File: src/verilog/lcc_cfg.svh
`ifndef LCC_CFG_SVH
`define LCC_CFG_SVH
// Cluster geometry
`define LCC_N_MOD 8
`define LCC_N_REG 16
`define LCC_N_ROW_CLK 6
`define LCC_N_LINE 3
// Register byte offsets
`define LCC_OFF_CLKCFG 8'h00
`define LCC_OFF_MODE 8'h04
`define LCC_OFF_STATUS 8'h08
`define LCC_OFF_WIDE 8'h0C
`define LCC_LUT_BASE_HI 3'h2
// Clock config fields: line k at [4k+3:4k] as {invert, row index}
`define LCC_CLK_LINE_W 4
`define LCC_CLK_AUSE_BIT 12
`define LCC_CLK_ADSEL_LSB 16
// Mode fields
`define LCC_MODE_FB_LSB 16
`define LCC_MODE_ACLR_LSB 24
// Reset values: line0 row 0, line1 row 1, line2 row 1 inverted
`define LCC_RST_CLKCFG 32'h0000_0910
`define LCC_RST_MODE 32'h0000_0000
`define LCC_RST_WIDE 8'h00
`define LCC_RST_MODE2 32'h0000_0000
`define LCC_OFF_MODE2 8'h10
`endif

File: src/verilog/lcc_pkg.sv
`default_nettype none
package lcc_pkg;
    // Whole state of the cluster in one vector
    typedef struct packed {
        logic [5:0] rc_meta;
        logic [5:0] rc_sync;
        logic [5:0] rc_prev;
        logic [31:0] clkcfg;
        logic [31:0] mode;
        logic [31:0] mode2;
        logic [7:0] wide;
        logic [7:0][31:0] lut;
        logic [15:0] q;
        logic ack;
        logic [31:0] rdat;
    } lcc_state_t;
endpackage
`default_nettype wire

File: src/verilog/lcc_cluster.sv
`timescale 1ns/100ps
`default_nettype none
`include "lcc_cfg.svh"
// Summary of operation
// Eight logic modules form one cluster
// Three clocks, enables, clears, loads generated
// At most two distinct source clocks
// Each clock line uses its own enable
// Deasserted enable gates off its clock line
// Async load in use disables enable zero
// Preset is async load with data one
// Controls derive from six row clocks
// Two registers per module, full control set
// Controls come from pins or internal logic
// Async load data from fifth/sixth input
// Combinational path bypasses the register
// Register chain feeds adjacent module register
// Two output sets per module
// Register output may feed own lookup
// Registered and unregistered results together
// Lookup splits in halves or one wide
// Outputs fan out to neighbouring modules
// Sync load captures load data on edge
// Clear beats load, sync only when enabled
// Rising edge registers, inversion via line
module lcc_cluster #(
    parameter int N_MOD = 8,
    parameter int N_ROW_CLK = 6
) (
    // Clock and reset
    input wire logic clk_i,
    input wire logic rst_i,
    // Wishbone slave
    input wire logic wb_cyc_i,
    input wire logic wb_stb_i,
    input wire logic wb_we_i,
    input wire logic [7:0] wb_adr_i,
    input wire logic [3:0] wb_sel_i,
    input wire logic [31:0] wb_dat_i,
    output logic [31:0] wb_dat_o,
    output logic wb_ack_o,
    // Row clock lines from pins
    input wire logic [5:0] row_clk_i,
    // Cluster controls from local interconnect
    input wire logic [2:0] clk_gate_i,
    input wire logic [1:0] aclr_i,
    input wire logic sclr_i,
    input wire logic aload_i,
    input wire logic sload_i,
    // Module data inputs, 8 per module {f1,e1,f0,e0,d,c,b,a}
    input wire logic [63:0] data_i,
    input wire logic chain_i,
    // Module outputs
    output logic [15:0] route_o,
    output logic [15:0] lut_o,
    output logic [15:0] reg_o,
    output logic chain_o
);

    // cluster size check
    initial begin
        if (N_MOD != `LCC_N_MOD || N_ROW_CLK != `LCC_N_ROW_CLK) begin
            $error("lcc_cluster: geometry must be 8 modules and 6 row clocks");
        end
    end

    // Whole block state and its next value
    lcc_pkg::lcc_state_t s_r;
    lcc_pkg::lcc_state_t s_nxt;

    // Per line and per register helpers
    logic [2:0][2:0] line_idx;
    logic [2:0] line_rise;
    logic [2:0] line_gate;
    logic clk_conflict;
    logic aload_use;
    logic [15:0] lut_v;
    logic [15:0] edge_v;
    logic [15:0] aclr_v;
    logic [15:0] aload_v;
    logic [15:0] adat_v;
    logic [15:0] d_v;
    logic [15:0] q_v;
    logic [15:0] chain_src;
    logic [15:0] bypass;
    logic [31:0] rd_val;
    logic [3:0] lut_addr;
    logic a_eff;
    logic [4:0] r0_i;
    logic [4:0] r1_i;
    logic [1:0] ln;
    logic [7:0] din;

    // Byte-lane merge for partial writes
    function automatic logic [31:0] merge(input logic [31:0] old, input logic [31:0] nw,
                                          input logic [3:0] sel);
        logic [31:0] r;
        r = old;
        for (int b = 0; b < 4; b++) begin
            if (sel[b]) begin
                r[8*b +: 8] = nw[8*b +: 8];
            end
        end
        return r;
    endfunction

    // chain source is the previous register in the cluster
    assign chain_src = {s_r.q[14:0], chain_i};
    assign bypass = s_r.mode2[31:16];
    // async load enabled by configuration
    assign aload_use = s_r.clkcfg[`LCC_CLK_AUSE_BIT];

    // three lines with three enables
    // Clock line generation from synchronised row clocks
    always_comb begin
        line_idx = '0;
        line_rise = '0;
        line_gate = '0;
        for (int k = 0; k < `LCC_N_LINE; k++) begin
            // row index above 5 falls back to row 0
            line_idx[k] = s_r.clkcfg[`LCC_CLK_LINE_W*k +: 3];
            if (line_idx[k] > 3'h5) begin
                line_idx[k] = 3'h0;
            end
            // inverted source gives falling edge on its own line
            line_rise[k] = (s_r.rc_sync[line_idx[k]] ^ s_r.clkcfg[`LCC_CLK_LINE_W*k+3])
                & ~(s_r.rc_prev[line_idx[k]] ^ s_r.clkcfg[`LCC_CLK_LINE_W*k+3]);
            // each line gated by its own enable
            line_gate[k] = clk_gate_i[k];
        end
        // enable zero unavailable while async load is used
        if (aload_use) begin
            line_gate[0] = 1'b1;
        end
    end

    // three distinct sources: third line is shut off
    // Dropping line two keeps the cell working; status reports it
    assign clk_conflict = (line_idx[0] != line_idx[1]) && (line_idx[0] != line_idx[2])
        && (line_idx[1] != line_idx[2]);

    // Per register datapath
    always_comb begin
        lut_v = '0;
        edge_v = '0;
        aclr_v = '0;
        aload_v = '0;
        adat_v = '0;
        d_v = '0;
        q_v = s_r.q;
        lut_addr = '0;
        a_eff = 1'b0;
        r0_i = '0;
        r1_i = '0;
        ln = '0;
        din = '0;
        for (int m = 0; m < `LCC_N_MOD; m++) begin
            din = data_i[8*m +: 8];
            ln = s_r.mode[2*m +: 2];
            if (ln == 2'h3) begin
                ln = 2'h0;
            end
            // two registers, one per half
            for (int h = 0; h < 2; h++) begin
                // R15 register output feeds back into own lookup
                a_eff = s_r.mode[`LCC_MODE_FB_LSB+m] ? s_r.q[2*m+h] : din[0];
                lut_addr = {din[3], din[2], din[1], a_eff};
                r0_i = {1'b0, lut_addr};
                r1_i = {1'b1, lut_addr};
                // two halves, or one wide function selected by f0
                if (s_r.wide[m]) begin
                    lut_v[2*m+h] = din[5] ? s_r.lut[m][r1_i] : s_r.lut[m][r0_i];
                end else begin
                    lut_v[2*m+h] = (h == 1) ? s_r.lut[m][r1_i] : s_r.lut[m][r0_i];
                end
                // load data from e or f input of this half
                adat_v[2*m+h] = s_r.clkcfg[`LCC_CLK_ADSEL_LSB+2*m+h] ? din[5+2*h] : din[4+2*h];
                // edge counts only on enabled line
                edge_v[2*m+h] = line_rise[ln] & line_gate[ln] & ~(ln == 2'h2 && clk_conflict);
                // clear and load come from interconnect inputs
                aclr_v[2*m+h] = s_r.mode[`LCC_MODE_ACLR_LSB+m] ? aclr_i[1] : aclr_i[0];
                aload_v[2*m+h] = aload_i & aload_use;
            end
        end
        for (int i = 0; i < `LCC_N_REG; i++) begin
            // chain or lookup result as register data
            d_v[i] = s_r.mode2[i] ? chain_src[i] : lut_v[i];
            // async clear over async load
            if (aclr_v[i]) begin
                q_v[i] = 1'b0;
            // preset is async load with data high
            end else if (aload_v[i]) begin
                q_v[i] = adat_v[i];
            end else if (edge_v[i]) begin
                // sync clear over sync load, on enabled edge
                if (sclr_i) begin
                    q_v[i] = 1'b0;
                end else if (sload_i) begin
                    q_v[i] = adat_v[i];
                end else begin
                    q_v[i] = d_v[i];
                end
            end
        end
    end

    // Read mux; unmapped offsets read zero
    // Status bit 16 flags three distinct sources
    always_comb begin
        rd_val = 32'h0000_0000;
        if (wb_adr_i[7:5] == `LCC_LUT_BASE_HI) begin
            rd_val = s_r.lut[wb_adr_i[4:2]];
        end else begin
            unique case (wb_adr_i)
                `LCC_OFF_CLKCFG: rd_val = s_r.clkcfg;
                `LCC_OFF_MODE: rd_val = s_r.mode;
                `LCC_OFF_STATUS: rd_val = {15'h0000, clk_conflict, s_r.q};
                `LCC_OFF_WIDE: rd_val = {24'h00_0000, s_r.wide};
                `LCC_OFF_MODE2: rd_val = s_r.mode2;
                default: rd_val = 32'h0000_0000;
            endcase
        end
    end

    // Next state: synchronisers, bus slave, cell registers
    always_comb begin
        s_nxt = s_r;
        // Two flops before any logic; rc_prev only marks edges
        s_nxt.rc_meta = row_clk_i;
        s_nxt.rc_sync = s_r.rc_meta;
        s_nxt.rc_prev = s_r.rc_sync;
        s_nxt.q = q_v;
        // Ack one cycle after request, dropped the next cycle
        // Write lands as ack rises; the request still stands then
        s_nxt.ack = wb_cyc_i & wb_stb_i & ~s_r.ack;
        if (s_nxt.ack && !wb_we_i) begin
            s_nxt.rdat = rd_val;
        end
        if (s_nxt.ack && wb_we_i) begin
            if (wb_adr_i[7:5] == `LCC_LUT_BASE_HI) begin
                s_nxt.lut[wb_adr_i[4:2]] = merge(s_r.lut[wb_adr_i[4:2]], wb_dat_i, wb_sel_i);
            end else begin
                unique case (wb_adr_i)
                    `LCC_OFF_CLKCFG: s_nxt.clkcfg = merge(s_r.clkcfg, wb_dat_i, wb_sel_i);
                    `LCC_OFF_MODE: s_nxt.mode = merge(s_r.mode, wb_dat_i, wb_sel_i);
                    `LCC_OFF_WIDE: s_nxt.wide = wb_sel_i[0] ? wb_dat_i[7:0] : s_r.wide;
                    `LCC_OFF_MODE2: s_nxt.mode2 = merge(s_r.mode2, wb_dat_i, wb_sel_i);
                    default: s_nxt.rdat = s_r.rdat;
                endcase
            end
        end
    end

    // State register
    always_ff @(posedge clk_i) begin
        if (rst_i) begin
            // Line two starts inverted on row 1 for falling-edge use
            s_r <= '{rc_meta: 6'h00, rc_sync: 6'h00, rc_prev: 6'h00,
                     clkcfg: `LCC_RST_CLKCFG, mode: `LCC_RST_MODE, mode2: `LCC_RST_MODE2,
                     wide: `LCC_RST_WIDE, lut: '0, q: 16'h0000, ack: 1'b0,
                     rdat: 32'h0000_0000};
        end else begin
            s_r <= s_nxt;
        end
    end

    // Outputs; comb path is direct by design
    assign wb_dat_o = s_r.rdat;
    assign wb_ack_o = s_r.ack;
    // route set shows lookup when bypassed
    assign route_o = (bypass & lut_v) | (~bypass & s_r.q);
    // registered and unregistered results together
    assign lut_o = lut_v;
    assign reg_o = s_r.q;
    assign chain_o = s_r.q[15];
endmodule
`default_nettype wire

File: config.mk
export PLATFORM = sky130hd
export DESIGN_NAME = lcc_cluster
export DESIGN_NICKNAME = d
export VERILOG_FILES = /design/src/verilog/lcc_pkg.sv /design/src/verilog/lcc_cluster.sv
export VERILOG_INCLUDE_DIRS = /design/src /design/src/verilog
export SDC_FILE = /design/constraint.sdc
export NUM_CORES = 1
export LEC_CHECK = 0
export ABC_AREA = 0
export CAP_MARGIN = 20
export CELL_PAD_IN_SITES_DETAIL_PLACEMENT = 2
export CELL_PAD_IN_SITES_GLOBAL_PLACEMENT = 2
export CORE_MARGIN = 4
export CORE_UTILIZATION = 39
export CTS_CLUSTER_SIZE = 8
export DETAILED_ROUTE_END_ITERATION = 8
export DONT_BUFFER_PORTS = 1
export GPL_ROUTABILITY_DRIVEN = 0
export GPL_TIMING_DRIVEN = 0
export PLACE_DENSITY = 0.9
export REMOVE_ABC_BUFFERS = 1
export SYNTH_ARGS = -nofsm -noshare
export SYNTH_HDL_FRONTEND = slang
export SYNTH_SLANG_ARGS = --single-unit
File: constraint.sdc
create_clock -name clk_i -period 4.3 [get_ports clk_i]
set_input_delay 1.075 -clock clk_i [delete_from_list [all_inputs] [get_ports clk_i]]
set_output_delay 1.075 -clock clk_i [all_outputs]
set_load 0.1 [all_outputs]
==> qor.csv, run 1 <==
metric;value;unit
status;stopped before the end;
Detail Placement HPWL;104.7;mm
H-tree Lvls;2;
Worst EP Category;primary output;
Die Span X;264.7;microns
Worst EP post-GRT repair;route_o[1];
Post-synth EDFFs;0;
initial antenna violation count;41;
Failed at;global routing (5_1_grt);
number of port buffers;0;
Top FF cell, synth;dfxtp_1;
die height;264.7;microns
number of buffers created by CTS;59;
IO Count;210;
placed cells;3772;
ys async rst share;0;%
# rows;93;
CTS Sinks;427;
largest net degree at the start of global routing;420;
Avg Inst Size Synth;8.301;sq um
register area share after synthesis;33.25;%
initial core utilization;39.66;%
Yosys reg bits;427;
stop err;[ERROR GRT-0228] Horizontal edge usage exceeds the maximum allowed. (5, 17) usage=65535 limit=3200;
Post-Synthesis Cell Area;0.02571;sq mm
pre-CTS setup slack;-875.9;ps
clk buf depth;3;
Netlist cell types;62;
CTS root buf;clkbuf_16;
Ys Warns;0;
cells after synthesis;3097;
hold buffers post-CTS;0;
==> repair_timing <==
action	CTS
resized for setup	133
setup buffers	59
pin swaps	19
endpoints found under the setup margin	30
gates cloned	1
==> kinds of logic after synthesis <==
kind of cell	synth area share [%]
simple gates	21.92
xor+xnor	0.1704
flops	33.25
compound gates	15.19
mux	23.95
buf+inv	5.514
==> metrics by stage <==
stage                     util [%]  setup TNS, ps  cell area [sq um]  hold slack [ps]
after CTS                    46.07         -379.1              29860            461.4
after detailed placement     41.90         -14510              27150            445.1
after floorplan                  -         -33350              24360            413.8
after global placement       39.24        -472810              25430            432.0
==> cells in the mapped netlist (all sizes together) (6+ instances only) <==
library cell	instances	share of area [%]
mux4	64	5.6
and3	17	0.45
nor2	172	2.5
a221oi	40	1.4
buf	121	3.2
a31oi	8	0.19
a22oi	55	1.6
nand3	83	1.6
mux2i	368	15
o21ai	40	0.78
nand2	706	10
a311oi	9	0.50
nor2b	58	1.4
o22a	8	0.27
o311ai	8	0.51
nand4b	10	0.34
nand2b	21	0.51
and2	14	0.34
dfxtp	427	33
nor3	69	1.4
a21oi	342	6.7
inv	20	0.29
o2111ai	19	0.65
nand4	10	0.24
mux2	86	3.8
nor3b	68	2.0
or3	6	0.15
o31a	16	0.55
or2	18	0.44
a221o	15	0.58
clkbuf	140	2.0
a211oi	34	0.99
==> run 2: changes to the inputs <==
Settings changed: CELL_PAD_IN_SITES_DETAIL_PLACEMENT 2 to default, CELL_PAD_IN_SITES_GLOBAL_PLACEMENT 2 to default, CORE_UTILIZATION 39 to 40, CTS_CLUSTER_SIZE 8 to default, PLACE_DENSITY 0.9 to default, PLACE_DENSITY_LB_ADDON from default to 0.15.
==> run 2 against run 1 <==
Effect of this change: the flow now finishes without violations; synthesized cell count unchanged; synthesized area stayed put.
==> qor.csv, run 2 <==
metric;value;unit
Initial DRC Count;2826;
Final ANT Viol Nets;0;
top cell type's share of synthesized area;33.25;%
Ys Warns;0;
Avg Inst Size Synth;8.301;sq um
Hold Path Class;reg -> reg;
most frequent cells in the layout;nand2_1, dfxtp_1, mux2i_1, a21oi_1, nor2_1;
number of port buffers;0;
Setup WS post-layout;20.36;ps
1st-pass router iterations;5;
flop2flop setup slack;370;ps
first-pass GRT wire length;156.3;mm
CP max FO;6;
Synth Area in Simple Gates;21.92;%
Yosys reg bits;427;
Area Overhead vs Synth;14.65;%
die height;261.5;microns
vias per cell;6.251;
xor/xnor cell area share of the yosys netlist;0.1703;%
drt total wl;108.8;mm
non-filler instance count after layout;3886;
P_sw;2564;uW
Setup CP Type;reg -> out;
fraction of layout cells with a size suffix above 1;15.24;%
max FFs per register;349;
Total GRT Usage;30.52;%
# DRC;0;
most flop-heavy register;s_r;
WL/cell;28.00;microns
TritonCTS clock tree;yes;
area leader, netlist;dfxtp_1;
CP Data Required Time;3220;ps
RSZ-0062 raised after global routing;yes;
final setup fails;0;
nets;3131;
hold buffers post-CTS;0;
max-slew violations;0;
H-tree Lvls;2;
most frequent cell after synthesis;nand2_1;
Clock transition at path regs;60;ps
largest net degree at the start of global routing;420;
Max Fclk;233.7;MHz
# rows;92;
CORE AREA;0.06331;sq mm
filler cell count;6098;
crit path DAT;3200;ps
total of max-cap violations;0;
Worst Max-Slew Pin Slew;1455;ps
Cell Int Power;6918;uW
grt ovf;0;
ys async rst share;0;%
LEAKAGE;0.01077;uW
Post-Synthesis Cell Area;0.02571;sq mm
initial core utilization;40.60;%
clock skew;18.17;ps
final core occ;46.55;%
commonest non-fill, non-tap cell in the layout;nand2_1;
CP Capture Type;primary output;
Vias;24290;
P per Cell Area;321.7;mW/mm^2
Die Span X;261.5;microns
clock network latency to the later pin of the worst-skew pair;610;ps
CTS root buf;clkbuf_16;
CTS Sinks;427;
clk buf depth;3;
cells after synthesis;3097;
Post-synth EDFFs;0;
Slew HR;2.973;%
register area share after synthesis;33.25;%
number of buffers created by CTS;48;
clock power share;46.2;%
placed cells;3763;
crit path time final;4280;ps
Top FF cell, synth;dfxtp_1;
final worst-path cycle share;99.53;%
initial antenna violation count;1;
status;completed;
final hold viol count;0;
mux share of post-synthesis cell area;23.95;%
Detail Placement HPWL;79.83;mm
Netlist cell types;62;
Synth Area in Adders;0;%
total power;9482;uW
synth top area cells;dfxtp_1, mux2i_1, nand2_1;
vias in the first global route;23020;
most instantiated cells after synthesis;nand2_1, dfxtp_1, mux2i_1;
Reg area;0.008579;sq mm
area of the multi-input gates;0.01632;sq mm
Compound-Gate Fraction of Synth Area;15.19;%
largest family of logic cells by synthesized area;multiplexers;
critical path launch point type;register;
Logic pwr share;10.5;%
die area;0.06839;sq mm
sequential power share;43.3;%
Sw Ratio;27.04;%
IO Count;210;
Max VDD drop;0.2210;mV
Hold Slack;447.5;ps
pre-CTS setup slack;-718.7;ps
==> run 2: cell counts after synthesis <==
No cell type changed its count.
==> run 2: layout make-up <==
type                            count  share of cell area (%)
Antenna cell                        1                0.008491
Clock inverter                     16                  0.6750
Tap cell                          846                   3.592
Sequential cell                   427                   29.11
Inverter                           20                  0.2547
Multi-Input combinational cell   2389                   55.38
Timing Repair Buffer              117                   6.109
Clock buffer                       70                   4.869
==> run 2: worst max-delay path, stage by stage (launching register included) <==
cell	delay (ps)
dfxtp_4	360
buf_16	170
buf_8	140
mux2i_4	150
buf_12	160
buf_12	140
mux2i_4	250
o2111ai_2	150
o22a_1	260
o311ai_4	90
clkbuf_16	270
buf_1	110
mux2_4	340
==> run 2: metrics by stage <==
step           cell area [sq um]  setup TNS [ps]
6_report                   29470               0
5_1_grt                    29470          -115.0
4_1_cts                    29360               0
3_5_place_dp               27120           -5643
3_3_place_gp               25420         -484510
2_1_floorplan              24360          -33350
==> run 2: final timing paths <==
kind                                  from         end  cells after the start
worst max-delay path              reg_o[4]  route_o[4]                     12
worst min-delay path            s_nxt[415]  s_nxt[409]                      1
worst max register to register    wb_ack_o   bypass[2]                      6
worst min register to register  s_nxt[415]  s_nxt[409]                      1
==> run 2: kinds of logic (layout without fill, tap and decap cells) <==
group / count (synthesis) / after routing
and+or+nand+nor: 1257 / 1257
other: 0 / 1
muxes: 518 / 518
xor gates and xnor gates: 5 / 5
buffers and inverters: 281 / 223
DFF: 427 / 427
AOI/OAI and AO/OA: 609 / 609
==> run 2: layer usage <==
metal  share of wire [%]  global-route usage, %  wire length (microns)  up-vias
li1                    -                      -                      -    10830
met1                  40                  40.04                  43420    11930
met2                  45                  47.94                  48850     1291
met3                 9.8                  6.692                  10670      238
met4                 5.4                  14.46                   5879        0
met5                   0                      0                      0        -
==> run 2: what timing repair did <==
action | CTS | global route
pin swaps | 12 | 8
hold endpoints to repair | 0 | 0
buffers inserted | 33 | 2
endpoints found under the setup margin | 28 | 11
resized for setup | 70 | 18
==> run 2: power by group through the flow <==
| stage | registers [uW] | clock network [uW] | logic, uW |
|---|---|---|---|
| 2_1_floorplan | 4190 | 0 | 581 |
| 3_3_place_gp | 4200 | 0 | 798 |
| 3_5_place_dp | 4200 | 0 | 910 |
| 4_1_cts | 4100 | 4420 | 967 |
| 5_1_grt | 4100 | 4560 | 1030 |
| 6_report | 4100 | 4380 | 996 |
No activity file was read; power rests on OpenSTA's default activity.
==> run 3: changes to the inputs <==
Settings changed: PLACE_DENSITY_LB_ADDON 0.15 to default.
==> run 3 against run 2 <==
Effect of this change: the flow now finishes with violations (setup timing); sequential power about the same; flip-flop and latch count unchanged; core utilization decreased by 0.29 points; die area unchanged; critical endpoint is now route_o[8]; highest routed layer unchanged.
==> qor.csv, run 3 (synthesis results as in run 2) <==
metric;value;unit
Setup CP Type;reg -> out;
Max VDD drop;0.2725;mV
CP Capture Type;primary output;
largest net degree at the start of global routing;420;
commonest non-fill, non-tap cell in the layout;nand2_1;
drt total wl;105.7;mm
RSZ-0062 raised after global routing;yes;
n_diodes;0;
worst path cell trace;mux2i_4, buf_12, buf_4, mux2i_1, a22oi_1, nand2_1, o311ai_4, buf_16, buf_1, mux2_4;
total of max-cap violations;0;
1st-pass router iterations;8;
Total GRT Usage;29.60;%
reg2reg start;wb_ack_o;
CP Data Required Time;3220;ps
IO Count;210;
die area;0.06839;sq mm
H-tree Lvls;2;
Max Fclk;231.5;MHz
placed instance area;0.02687;sq mm
clock skew;15.86;ps
Initial DRC Count;3161;
CP max-delay cell;dfxtp_4;
Detail Placement HPWL;76.31;mm
# rows;92;
first-pass GRT wire length;153.8;mm
P per Cell Area;312.3;mW/mm^2
CTS Sinks;427;
CTS root buf;clkbuf_16;
Largest stage delay, worst path;580;ps
violated checks;setup timing;
crit path time final;4319;ps
final setup fails;1;
fraction of layout cells with a size suffix above 1;15.21;%
FF-to-FF End;bypass[7];
most flop-heavy register;s_r;
status;finished, violations left;
Hold Path Class;reg -> reg;
clock network latency to the later pin of the worst-skew pair;600;ps
hold wc startpoint;s_nxt[420];
final core occ;46.26;%
hold worst-path end;s_nxt[414];
vias per cell;6.382;
max FFs per register;349;
nets;3138;
initial antenna violation count;1;
CP max FO;9;
WL/cell;27.16;microns
fin area;0.02929;sq mm
die height;261.5;microns
critical path launch point type;register;
total power;9147;uW
hold depth;1;
flop2flop setup slack;320;ps
Setup WS post-layout;-18.78;ps
Final ANT Viol Nets;0;
number of buffers created by CTS;45;
vias in the first global route;23410;
crit path DAT;3240;ps
Worst Max-Slew Pin Slew;1489;ps
final hold viol count;0;
filler cell count;6015;
Slew HR;0.7456;%
final worst-path cycle share;100.4;%
clk buf depth;3;
Area Overhead vs Synth;13.92;%
Vias;24830;
CORE AREA;0.06331;sq mm
initial core utilization;40.60;%
most frequent cells in the layout;nand2_1, dfxtp_1, mux2i_1, a21oi_1, nor2_1;
Clock transition at path regs;60;ps
LEAKAGE;0.01071;uW
Die Span X;261.5;microns
Setup TNS;-18.78;ps
number of port buffers;0;
# DRC;0;
max-slew violations;0;
TritonCTS clock tree;yes;
grt ovf;0;
R2R cell count;6;
[run 3: layout make-up]
cell class / instances / area, sq um / area share, %
multi-input cells: 2389 / 16280 / 55.58
flip-flops and latches: 427 / 8589 / 29.33
repair buffers: 127 / 1793 / 6.122
clock buffers: 65 / 1331 / 4.546
well taps: 846 / 1059 / 3.614
clock inverters: 17 / 161.4 / 0.5511
inverters: 20 / 75.07 / 0.2563
[run 3: routing by layer]
metal,share of wire (%),GRT usage (%)
met1,37,37.12
met2,44,46.14
met3,11,6.827
met4,7.8,18.48
met5,0,0
[run 3: worst max-delay path by stage]
stage / start / slack (ps) / endpoint / cells past startpoint
after global placement: wb_adr_i[5] / -3230 / s_r[364] / 7
after CTS: reg_o[5] / 2 / route_o[5] / 10
after floorplan: data_i[56] / -1210 / route_o[14] / 6
after detailed placement: data_i[8] / -720 / route_o[3] / 7
final: reg_o[8] / -20 / route_o[8] / 10
after global routing: s_r[365] / -60 / route_o[8] / 9
[run 3: timing repair]
item	in CTS	in global routing
pin swaps	4	12
endpoints found under the setup margin	30	12
cloned	0	0
setup buffers	48	7
gates resized for setup	55	33
hold buffers	0	0
[run 3: worst max-delay path: cells and delay by family, from the launching register on]
family                 cells  cell delay, ps
AOI/OAI and AO/OA          2             620
buffers and inverters      4             640
and+or+nand+nor            1             170
muxes                      3             610
DFF                        1             580
[run 3: metrics by stage]
step                      instances  setup slack, ps  hold WS (ps)
final                          3891           -18.78         453.7
after global routing           3891           -64.13         464.3
after CTS                      3882            1.758         456.6
after detailed placement       3752           -716.3         431.1
after global placement         3682            -3227         431.3
after floorplan                2836            -1213         413.8
[run 3: power by group]
part           switching, uW  internal, uW
Clock                   1760          2280
Sequential               129          3970
Combinational            604           397
